## src/verilog/pbo_pkg.sv

```systemverilog
package pbo_pkg;

	// Port width and the depth of the pin input synchroniser.
	localparam int PORT_WIDTH = 8;
	localparam int SYNC_STAGES = 3;

	// Pin positions of the alternate functions on this port.
	localparam int PIN_SCK = 7;
	localparam int PIN_CAPTURE = 6;
	localparam int PIN_IRQ2 = 5;
	localparam int PIN_AMP_POS = 4;
	localparam int PIN_AMP_NEG = 3;
	localparam int PIN_IRQ1 = 2;
	localparam int PIN_MOSI = 1;
	localparam int PIN_MISO = 0;

	// Reset values of the pin control outputs: all pins released, no pull-ups.
	localparam logic [7:0] RST_DRIVE_ENABLE_N = 8'hff;
	localparam logic [7:0] RST_DRIVE_VALUE = 8'h00;
	localparam logic [7:0] RST_PULLUP = 8'h00;
	localparam logic [7:0] RST_INPUT_ENABLE = 8'h00;
	localparam logic [7:0] RST_PIN_VALUE = 8'h00;

endpackage

```

## src/verilog/pbo_pin_sync.sv

```systemverilog
`timescale 1ns/100ps
module pbo_pin_sync
	import pbo_pkg::*;
#(
	parameter int WIDTH = PORT_WIDTH
)(
	// Clock and reset.
	input wire logic i_clk_sys,
	input wire logic i_reset,
	// Raw pin levels.
	input wire logic [WIDTH-1:0] i_pin,
	// Filtered pin levels.
	output logic [WIDTH-1:0] o_stable
);

	genvar g;

	// Each pin passes three stage flip-flops and then a holding flip-flop; a change is taken once the last two stages agree.
	generate
		for (g = 0; g < WIDTH; g++) begin : g_bit
			logic [SYNC_STAGES-1:0] stage;
			logic [SYNC_STAGES-1:0] next_stage;
			logic stable;
			logic next_stable;

			// Shift the pin in and accept a level the last two stages agree on.
			always_comb begin
				next_stage = {stage[SYNC_STAGES-2:0], i_pin[g]};
				next_stable = stable;
				if (stage[1] == stage[2]) begin
					next_stable = stage[2];
				end
			end

			// Register the chain and the accepted level.
			always_ff @(posedge i_clk_sys) begin
				if (i_reset) begin
					stage <= '0;
					stable <= 1'b0;
				end else begin
					stage <= next_stage;
					stable <= next_stable;
				end
			end

			assign o_stable[g] = stable;
		end
	endgenerate

endmodule

```

## src/verilog/pbo_port_override.sv

```systemverilog
`timescale 1ns/100ps
// Function
// - Slave mode forces data-in pin to input.
// - Master mode: data-in pin direction from bit.
// - Forced input keeps pull-up from output bit.
// - Master mode forces data-out pin to input.
// - Slave mode: data-out pin direction from bit.
// - Bit 6 feeds timer 1 alternate capture.
// - Bit 5 feeds external interrupt 2.
// - Bit 2 feeds external interrupt 1.
// - Controller outputs drive bits 7, 6, 1, 0.
// - Bit 1 delivers qualified serial data input.
// - Bit 0 delivers qualified serial data input.
// - Bit 7 delivers qualified serial clock input.
// - Bit 7 driven by controller 0, serial overrides.
// - Pull-up from override or direction/output/disable 010.
// - Global disable turns off all normal pull-ups.
module pbo_port_override
	import pbo_pkg::*;
(
	// Clock and reset.
	input wire logic i_clk_sys,
	input wire logic i_reset,
	// Port control bits.
	input wire logic [7:0] i_direction,
	input wire logic [7:0] i_output_bits,
	input wire logic i_global_pullup_disable,
	input wire logic i_sleep,
	// Serial port control and outgoing levels.
	input wire logic i_serial_port_enable,
	input wire logic i_serial_master_select,
	input wire logic i_serial_pin_set_select,
	input wire logic i_serial_clock_out,
	input wire logic i_serial_mosi_out,
	input wire logic i_serial_miso_out,
	// Power stage controller outputs.
	input wire logic i_ctrl0_out1_enable,
	input wire logic i_ctrl0_out1_value,
	input wire logic i_ctrl1_out1_enable,
	input wire logic i_ctrl1_out1_value,
	input wire logic i_ctrl2_out1_enable,
	input wire logic i_ctrl2_out1_value,
	input wire logic i_ctrl2_out0_enable,
	input wire logic i_ctrl2_out0_value,
	// Analog digital-disable and interrupt enables.
	input wire logic i_analog4_digital_disable,
	input wire logic i_analog7_digital_disable,
	input wire logic i_analog6_digital_disable,
	input wire logic i_analog5_digital_disable,
	input wire logic i_amp0_digital_disable,
	input wire logic i_ext_irq2_enable,
	input wire logic i_ext_irq1_enable,
	// Pad levels.
	input wire logic [7:0] i_pin,
	// Pad controls.
	output logic [7:0] o_drive_enable_n,
	output logic [7:0] o_drive_value,
	output logic [7:0] o_pullup_enable,
	output logic [7:0] o_input_enable,
	output logic [7:0] o_pin_value,
	// Inputs delivered to peripherals.
	output logic o_serial_clock_input,
	output logic o_serial_mosi_input,
	output logic o_serial_miso_input,
	output logic o_timer1_alt_capture_input,
	output logic o_ext_irq_source_2,
	output logic o_ext_irq_source_1
);

	logic [7:0] pin_stable;
	logic spi_on_port;
	logic spi_master;
	logic spi_slave;
	logic forced_pullup_1;
	logic forced_pullup_0;
	logic forced_pullup_7;
	logic [7:0] pullup_ov_en;
	logic [7:0] pullup_ov_val;
	logic [7:0] dir_ov_en;
	logic [7:0] dir_ov_val;
	logic [7:0] val_ov_en;
	logic [7:0] val_ov_val;
	logic [7:0] ie_ov_en;
	logic [7:0] ie_ov_val;
	logic [7:0] next_drive_enable_n;
	logic [7:0] next_drive_value;
	logic [7:0] next_pullup_enable;
	logic [7:0] next_input_enable;
	logic [7:0] next_pin_value;
	logic next_serial_clock_input;
	logic next_serial_mosi_input;
	logic next_serial_miso_input;
	logic next_capture;
	logic next_irq2;
	logic next_irq1;

	// Pad inputs come from outside the clock domain.
	pbo_pin_sync #(
		.WIDTH(PORT_WIDTH)
	) u_sync (
		.i_clk_sys(i_clk_sys),
		.i_reset(i_reset),
		.i_pin(i_pin),
		.o_stable(pin_stable)
	);

	// The serial port owns these pins only while the alternate pin set is not chosen.
	assign spi_on_port = i_serial_port_enable & ~i_serial_pin_set_select;
	assign spi_master = spi_on_port & i_serial_master_select;
	assign spi_slave = spi_on_port & ~i_serial_master_select;
	assign forced_pullup_7 = i_output_bits[PIN_SCK] & ~i_global_pullup_disable;
	assign forced_pullup_1 = i_output_bits[PIN_MOSI] & ~i_global_pullup_disable;
	assign forced_pullup_0 = i_output_bits[PIN_MISO] & ~i_global_pullup_disable;

	// Override terms of every pin; a pin without a function keeps normal control.
	always_comb begin
		pullup_ov_en = 8'h00;
		pullup_ov_val = 8'h00;
		dir_ov_en = 8'h00;
		dir_ov_val = 8'h00;
		val_ov_en = 8'h00;
		val_ov_val = 8'h00;
		ie_ov_en = 8'h00;
		ie_ov_val = 8'h00;
		// Clock pin: serial port first, then controller 0 output 1.
		if (spi_slave) begin
			dir_ov_en[PIN_SCK] = 1'b1;
			pullup_ov_en[PIN_SCK] = 1'b1;
			pullup_ov_val[PIN_SCK] = forced_pullup_7;
		end else if (spi_master) begin
			val_ov_en[PIN_SCK] = 1'b1;
			val_ov_val[PIN_SCK] = i_serial_clock_out;
		end else if (i_ctrl0_out1_enable) begin
			dir_ov_en[PIN_SCK] = 1'b1;
			dir_ov_val[PIN_SCK] = 1'b1;
			val_ov_en[PIN_SCK] = 1'b1;
			val_ov_val[PIN_SCK] = i_ctrl0_out1_value;
		end
		// Capture pin driven by controller 1 output 1.
		if (i_ctrl1_out1_enable) begin
			dir_ov_en[PIN_CAPTURE] = 1'b1;
			dir_ov_val[PIN_CAPTURE] = 1'b1;
			val_ov_en[PIN_CAPTURE] = 1'b1;
			val_ov_val[PIN_CAPTURE] = i_ctrl1_out1_value;
		end
		// Data-in pin: slave forces input, master drives, else controller 2.
		if (spi_slave) begin
			dir_ov_en[PIN_MOSI] = 1'b1;
			pullup_ov_en[PIN_MOSI] = 1'b1;
			pullup_ov_val[PIN_MOSI] = forced_pullup_1;
		end else if (spi_master) begin
			val_ov_en[PIN_MOSI] = 1'b1;
			val_ov_val[PIN_MOSI] = i_serial_mosi_out;
		end else if (i_ctrl2_out1_enable) begin
			dir_ov_en[PIN_MOSI] = 1'b1;
			dir_ov_val[PIN_MOSI] = 1'b1;
			val_ov_en[PIN_MOSI] = 1'b1;
			val_ov_val[PIN_MOSI] = i_ctrl2_out1_value;
		end
		// Data-out pin: master forces input, slave drives, else controller 2.
		if (spi_master) begin
			dir_ov_en[PIN_MISO] = 1'b1;
			pullup_ov_en[PIN_MISO] = 1'b1;
			pullup_ov_val[PIN_MISO] = forced_pullup_0;
		end else if (spi_slave) begin
			val_ov_en[PIN_MISO] = 1'b1;
			val_ov_val[PIN_MISO] = i_serial_miso_out;
		end else if (i_ctrl2_out0_enable) begin
			dir_ov_en[PIN_MISO] = 1'b1;
			dir_ov_val[PIN_MISO] = 1'b1;
			val_ov_en[PIN_MISO] = 1'b1;
			val_ov_val[PIN_MISO] = i_ctrl2_out0_value;
		end
		// Analog pins turn the digital input off; an enabled interrupt keeps it on.
		ie_ov_en[PIN_SCK] = i_analog4_digital_disable;
		ie_ov_en[PIN_CAPTURE] = i_analog7_digital_disable;
		ie_ov_en[PIN_IRQ2] = i_analog6_digital_disable | i_ext_irq2_enable;
		ie_ov_val[PIN_IRQ2] = i_ext_irq2_enable;
		ie_ov_en[PIN_AMP_POS] = i_amp0_digital_disable;
		ie_ov_en[PIN_AMP_NEG] = i_amp0_digital_disable;
		ie_ov_en[PIN_IRQ1] = i_analog5_digital_disable | i_ext_irq1_enable;
		ie_ov_val[PIN_IRQ1] = i_ext_irq1_enable;
	end

	// Resolve each pin's controls and the inputs handed to peripherals.
	always_comb begin
		for (int i = 0; i < PORT_WIDTH; i++) begin
			next_drive_enable_n[i] = dir_ov_en[i] ? ~dir_ov_val[i] : ~i_direction[i];
			next_drive_value[i] = val_ov_en[i] ? val_ov_val[i] : i_output_bits[i];
			next_pullup_enable[i] = pullup_ov_en[i] ? pullup_ov_val[i] :
				(~i_direction[i] & i_output_bits[i] & ~i_global_pullup_disable);
			next_input_enable[i] = ie_ov_en[i] ? ie_ov_val[i] : ~i_sleep;
		end
		next_pin_value = pin_stable & next_input_enable;
		next_serial_clock_input = next_pin_value[PIN_SCK] & spi_on_port & ~i_reset;
		next_serial_mosi_input = next_pin_value[PIN_MOSI] & spi_on_port & ~i_reset;
		next_serial_miso_input = next_pin_value[PIN_MISO] & spi_on_port & ~i_reset;
		next_capture = next_pin_value[PIN_CAPTURE];
		next_irq2 = next_pin_value[PIN_IRQ2];
		next_irq1 = next_pin_value[PIN_IRQ1];
	end

	// Register every output; reset releases all pins.
	always_ff @(posedge i_clk_sys) begin
		if (i_reset) begin
			o_drive_enable_n <= RST_DRIVE_ENABLE_N;
			o_drive_value <= RST_DRIVE_VALUE;
			o_pullup_enable <= RST_PULLUP;
			o_input_enable <= RST_INPUT_ENABLE;
			o_pin_value <= RST_PIN_VALUE;
			o_serial_clock_input <= 1'b0;
			o_serial_mosi_input <= 1'b0;
			o_serial_miso_input <= 1'b0;
			o_timer1_alt_capture_input <= 1'b0;
			o_ext_irq_source_2 <= 1'b0;
			o_ext_irq_source_1 <= 1'b0;
		end else begin
			o_drive_enable_n <= next_drive_enable_n;
			o_drive_value <= next_drive_value;
			o_pullup_enable <= next_pullup_enable;
			o_input_enable <= next_input_enable;
			o_pin_value <= next_pin_value;
			o_serial_clock_input <= next_serial_clock_input;
			o_serial_mosi_input <= next_serial_mosi_input;
			o_serial_miso_input <= next_serial_miso_input;
			o_timer1_alt_capture_input <= next_capture;
			o_ext_irq_source_2 <= next_irq2;
			o_ext_irq_source_1 <= next_irq1;
		end
	end
endmodule
```

## config.mk

```make
export PLATFORM = sky130hd
export DESIGN_NAME = pbo_port_override
export DESIGN_NICKNAME = d
export VERILOG_FILES = /design/src/verilog/pbo_pkg.sv /design/src/verilog/pbo_pin_sync.sv /design/src/verilog/pbo_port_override.sv
export SDC_FILE = /design/constraint.sdc
export NUM_CORES = 1
export LEC_CHECK = 0
export ABC_CLOCK_PERIOD_IN_PS = 1500
export BUFFER_PORTS_ARGS = -buffer_cell sky130_fd_sc_hd__buf_2
export CORE_ASPECT_RATIO = 2
export CORE_UTILIZATION = 30
export DETAILED_ROUTE_END_ITERATION = 12
export PLACE_DENSITY = 0.62
export SYNTH_ARGS = -nofsm -noshare
export SYNTH_HDL_FRONTEND = slang
export SYNTH_HIERARCHICAL = 1
export SYNTH_SLANG_ARGS = --single-unit
export TNS_END_PERCENT = 20
```

## constraint.sdc

```tcl
create_clock -name i_clk_sys -period 1.5 [get_ports i_clk_sys]
set_clock_uncertainty 0.1 [all_clocks]
set_input_delay 0.075 -clock i_clk_sys [delete_from_list [all_inputs] [get_ports i_clk_sys]]
set_output_delay 0.075 -clock i_clk_sys [all_outputs]
set_load 0.1 [all_outputs]
```

* Word level (Yosys, flattened, before mapping)
Index checks and enable logic that the tools add are counted.
** Word-level totals
- Logic and storage cells :: 133
- Bits of input ports :: 49
- Register bits after elaboration :: 78
** Cells by class
- Bitwise gates (word level) :: 48
- Muxes and demuxes :: 50
- Eq/ne operators :: 8
** Operators by type and width (number)
- $mux 1 :: 50
- $and 1x1->1 :: 28
- $not 1->1 :: 17
- $and 8x8->8 :: 1
- $eq 1x1->1 :: 8
- $or 1x1->1 :: 2

* Logic depth before layout (Yosys ltp)
- Word-level depth :: 7
- Mapped depth :: 4
- Mapped depth without buffers :: 3

* Cells and area by module
The synthesis kept the hierarchy.
** Modules (own cells, without submodules)
- pbo_port_override :: seq. area each 820.8 µm², area an instance 1371.3 µm², cells an instance 119, times used 1
- pbo_pin_sync :: seq. area each 640.6 µm², area an instance 983.4 µm², cells an instance 91, times used 1

* Least setup slack after synthesis
OpenSTA, ideal clock, no wires.
- Path kind :: flip-flop to output port
- From :: reg o_input_enable[1]
- To :: out o_input_enable[1]
- Arrival :: 1356 ps
- Stages on the path, launching flop included :: 2
- Buffers on the path :: 1
- Required time :: 1325 ps
- Path slack :: -31 ps
- Cell sequence :: dfxtp_1 buf_4
** RTL lines
- start, declared :: line pbo_port_override.sv:59 : output logic [7:0] o_input_enable,
- start signal, assigned :: line pbo_port_override.sv:221 : o_input_enable <= next_input_enable;
No word-level cell between the ends.

* Final worst setup path
- From :: in i_analog5_digital_disable
- To :: reg o_input_enable[2]
** On the way
- Cells in the longest elaborated chain, start to end :: 2
** RTL lines
- start, declared :: line pbo_port_override.sv:49 : input wire logic i_analog5_digital_disable,
- $or 1x1->1 :: line pbo_port_override.sv:181 : ie_ov_en[PIN_IRQ1] = i_analog5_digital_disable | i_ext_irq1_enable;
- $mux 1 :: line pbo_port_override.sv:192 : next_input_enable[i] = ie_ov_en[i] ? ie_ov_val[i] : ~i_sleep;
Every way passes these cells.
A chain may end at the register's enable or synchronous reset.

==> run summary <==
===========================================================================================
TritonCTS clock tree .........................................................         done
Hold-fix buffer count after cts ..............................................           42
Average vias per placed instance .............................................         4.21
Crit path capture type .......................................................    flip-flop
Vias in the first global route ...............................................         1771
Worst path required time .....................................................      1670 ps
Path type of the worst setup path ............................................ input pin to flip-flop
Pin count of the biggest net entering global routing .........................           20
Core footprint ...............................................................     7600 um2
Total power per unit cell area ...............................................  1360 nW/um2
Summed area of non-filler cells in the final layout ..........................     3530 um2
Startpoint types .............................................................    input pin
Number of design-rule violations left by the first detailed-router iteration .           66
DRC ..........................................................................            0
Count of nets left with antenna violations after detail routing ..............            0
Ratio of final minimum period to clock period ................................        93.6%
Measured slew at the worst slew-check pin ....................................       504 ps
Clock latency on the worst-skew pair .........................................       320 ps
H-tree depth reported by CTS .................................................            3
Max-Slew Margin vs Limit .....................................................        66.6%
Clock tree buffer depth ......................................................            2
Number of buffers created by CTS .............................................            9
Crit path max fanout .........................................................            2
Register area share after synthesis ..........................................        62.1%
Cell types occupying the most area after synthesis ........................... sky130_fd_sc_hd__dfxtp_1 62%, sky130_fd_sc_hd__nor2b_1 8.0%, sky130_fd_sc_hd__buf_4 5.4%
Cell Area, Synth .............................................................     2350 um2
Area grow syn2layout .........................................................        50.0%
Critical Path AT .............................................................      1570 ps
Static leakage ...............................................................   0.00161 uW
Routed WL per cell ...........................................................      11.1 um
Total Power ..................................................................      4790 uW
Final setup violation count ..................................................            0
# rows .......................................................................           45
Gate count of the mapped netlist .............................................          210
Worst vdd rail ir drop .......................................................     0.721 mV
Number of antenna violations at the first check in global routing ............            0
Cell accounting for the most synthesized area ................................ sky130_fd_sc_hd__dfxtp_1
Combined flip-flop and latch cell area .......................................     1460 um2
Number of sinks driven by the clock tree .....................................           73
Fin worst setup slack ........................................................      96.7 ps
CTS clock-pin slew for the worst setup and hold paths ........................        60 ps
Die height ...................................................................       127 um
Fraction of final layout cells with drive strength greater than 1 ............        36.9%
Drt pass-1 iters .............................................................            4
Boundary pin count ...........................................................           95
Pre-CTS setup slack ..........................................................       368 ps
Yosys warns ..................................................................            6
Initial Utilization ..........................................................        31.0%
Global-route wire length before repair .......................................      7590 um
Post-Route WL ................................................................      4850 um
Routability congestion estimate from global placement ........................        0.692
Synthesis-stage register bit count ...........................................           73
Global-route total usage across every layer ..................................        12.5%
Flip-flop cell with the highest count after synthesis ........................ sky130_fd_sc_hd__dfxtp_1
Post-synth EDFFs .............................................................            0
Final number of hold-violating endpoints .....................................            0
Post-CTS Setup Inserts .......................................................            0
Hold WC Path Type ............................................................ input pin to flip-flop
Multi-input combinational cell area ..........................................      728 um2
Clk root buf ................................................................. sky130_fd_sc_hd__clkbuf_16
Total cell area at the placement stage .......................................     2810 um2
Half-perimeter wire length after detailed placement ..........................      3420 um
Overall die area .............................................................     8230 um2
Top cell types by occurrence after synthesis ................................. 73 x sky130_fd_sc_hd__dfxtp_1, 30 x sky130_fd_sc_hd__nor2b_1, 17 x sky130_fd_sc_hd__buf_4
Total via count after detailed routing .......................................         1845
Syn_nets .....................................................................          259
Mean area per synthesized cell ...............................................     11.2 um2
Number of maximum-capacitance violations .....................................            0
Number of I/O port buffers ...................................................           94
Slew Limit Fails .............................................................            0
Filler cells .................................................................          719
Clock period minus worst slack ...............................................      1400 ps
Unrepaired setup endpoints after global routing ..............................        false
Resized cells post-CTS .......................................................            0
Number of distinct library cells after synthesis .............................           29
Status ....................................................................... finished clean
Area share of the leading cell type in the synthesized netlist ...............        62.1%
Diode insertion count for antenna repair .....................................            0
Total Neg Setup Slack ........................................................         0 ps
Fraction of registers with async set/reset ...................................           0%
Total grt overflow ...........................................................            0
Most instantiated library cell after synthesis ............................... sky130_fd_sc_hd__dfxtp_1
Die outline width ............................................................      64.6 um
Maximum clock frequency ......................................................      713 MHz
Finished Core Util ...........................................................        46.5%
Nets@finish ..................................................................          388
===========================================================================================
-- cells in the final DEF, fill, tap and decap left out, types with 2 or more instances in the layout --
| cell type | instances |
|---|---|
| sky130_fd_sc_hd__buf_2 | 94 |
| sky130_fd_sc_hd__or2_1 | 2 |
| sky130_fd_sc_hd__nor2_4 | 2 |
| sky130_fd_sc_hd__a211oi_2 | 2 |
| sky130_fd_sc_hd__dlygate4sd3_1 | 42 |
| sky130_fd_sc_hd__o21ai_0 | 10 |
| sky130_fd_sc_hd__nor2b_1 | 30 |
| sky130_fd_sc_hd__mux2i_1 | 3 |
| sky130_fd_sc_hd__buf_4 | 3 |
| sky130_fd_sc_hd__a21o_1 | 3 |
| sky130_fd_sc_hd__a21oi_1 | 10 |
| sky130_fd_sc_hd__a211oi_1 | 2 |
| sky130_fd_sc_hd__clkinvlp_4 | 3 |
| sky130_fd_sc_hd__and2_1 | 7 |
| sky130_fd_sc_hd__and3_1 | 4 |
| sky130_fd_sc_hd__nand2_1 | 11 |
| sky130_fd_sc_hd__clkbuf_16 | 9 |
| sky130_fd_sc_hd__nor3b_1 | 7 |
| sky130_fd_sc_hd__dfxtp_1 | 72 |
| sky130_fd_sc_hd__clkinv_2 | 2 |
| sky130_fd_sc_hd__nor2_1 | 6 |
| sky130_fd_sc_hd__nand2b_1 | 6 |
| sky130_fd_sc_hd__o21ba_2 | 2 |
-- registers in the layout, indices dropped and copies added, names as in the netlist --
| name | cells |
|---|---|
| o_serial_miso_input | 1 |
| o_drive_value | 8 |
| o_pin_value | 8 |
| o_pullup_enable | 8 |
| u_sync/g_bit.stable | 8 |
| o_serial_mosi_input | 1 |
| o_serial_clock_input | 1 |
| u_sync/g_bit.stage | 24 |
| o_drive_enable_n | 8 |
| o_input_enable | 6 |
-- cells by family after synthesis --
| family | count (synthesis) | share of synthesized area [%] |
|---|---|---|
| flip-flops | 73 | 62.1 |
| AO/OA/AOI/OAI | 33 | 9.30 |
| multiplexers | 3 | 1.28 |
| AND/OR/NAND/NOR | 79 | 20.4 |
| buffers and inverters | 22 | 7.01 |
-- worst max-delay path, cell delays in order --
cell and delay (ps):
sky130_fd_sc_hd__dlygate4sd3_1 540, sky130_fd_sc_hd__buf_2 120, sky130_fd_sc_hd__o21ba_2 180, sky130_fd_sc_hd__nor2_1 110
sky130_fd_sc_hd__dlygate4sd3_1 550
-- layer usage --
layer  track usage [%]  wire length, um  share of wire (%)
met1              11.2             1800                 37
met2              22.1             2500                 52
met3              3.21              288                5.9
met4              11.4              256                5.3
met5                 0                0                  0
-- power by group --
part / total, uW / internal (uW) / switching (uW)
clock network: 2110 / 1330 / 777
logic: 655 / 201 / 454
registers: 2030 / 2010 / 18.1
total: 4790 / 3540 / 1250
-- final timing paths --
| path | from | endpoint | slack [ps] | cells after the start |
|---|---|---|---|---|
| max | i_analog5_digital_disable | o_input_enable[2] | 100 | 5 |
| min | i_ctrl2_out0_enable | o_drive_enable_n[0] | 20 | 3 |
| max reg2reg | u_sync/g_bit[1].stable | u_sync/g_bit[1].stable | 710 | 2 |
| min reg2reg | u_sync/g_bit[2].stage[0] | u_sync/g_bit[2].stage[1] | 340 | 1 |
-- area by class of cell --
cell class / instances / share of cell area, %
sequential: 73 / 41.4
clock buffer: 10 / 6.77
multi-input combinational: 115 / 20.6
clock inverter: 6 / 1.88
inverter: 1 / 0.142
timing repair buffer: 139 / 25.9
tap: 94 / 3.33
-- per-stage QoR --
step | hold WS [ps] | instances
after floorplan | 42.7 | 210
after global placement | 146 | 380
after detailed placement | 157 | 380
after CTS | 3.69 | 438
after global routing | 27.2 | 438
final | 16.3 | 438
Power figures use the tool's default switching activity.
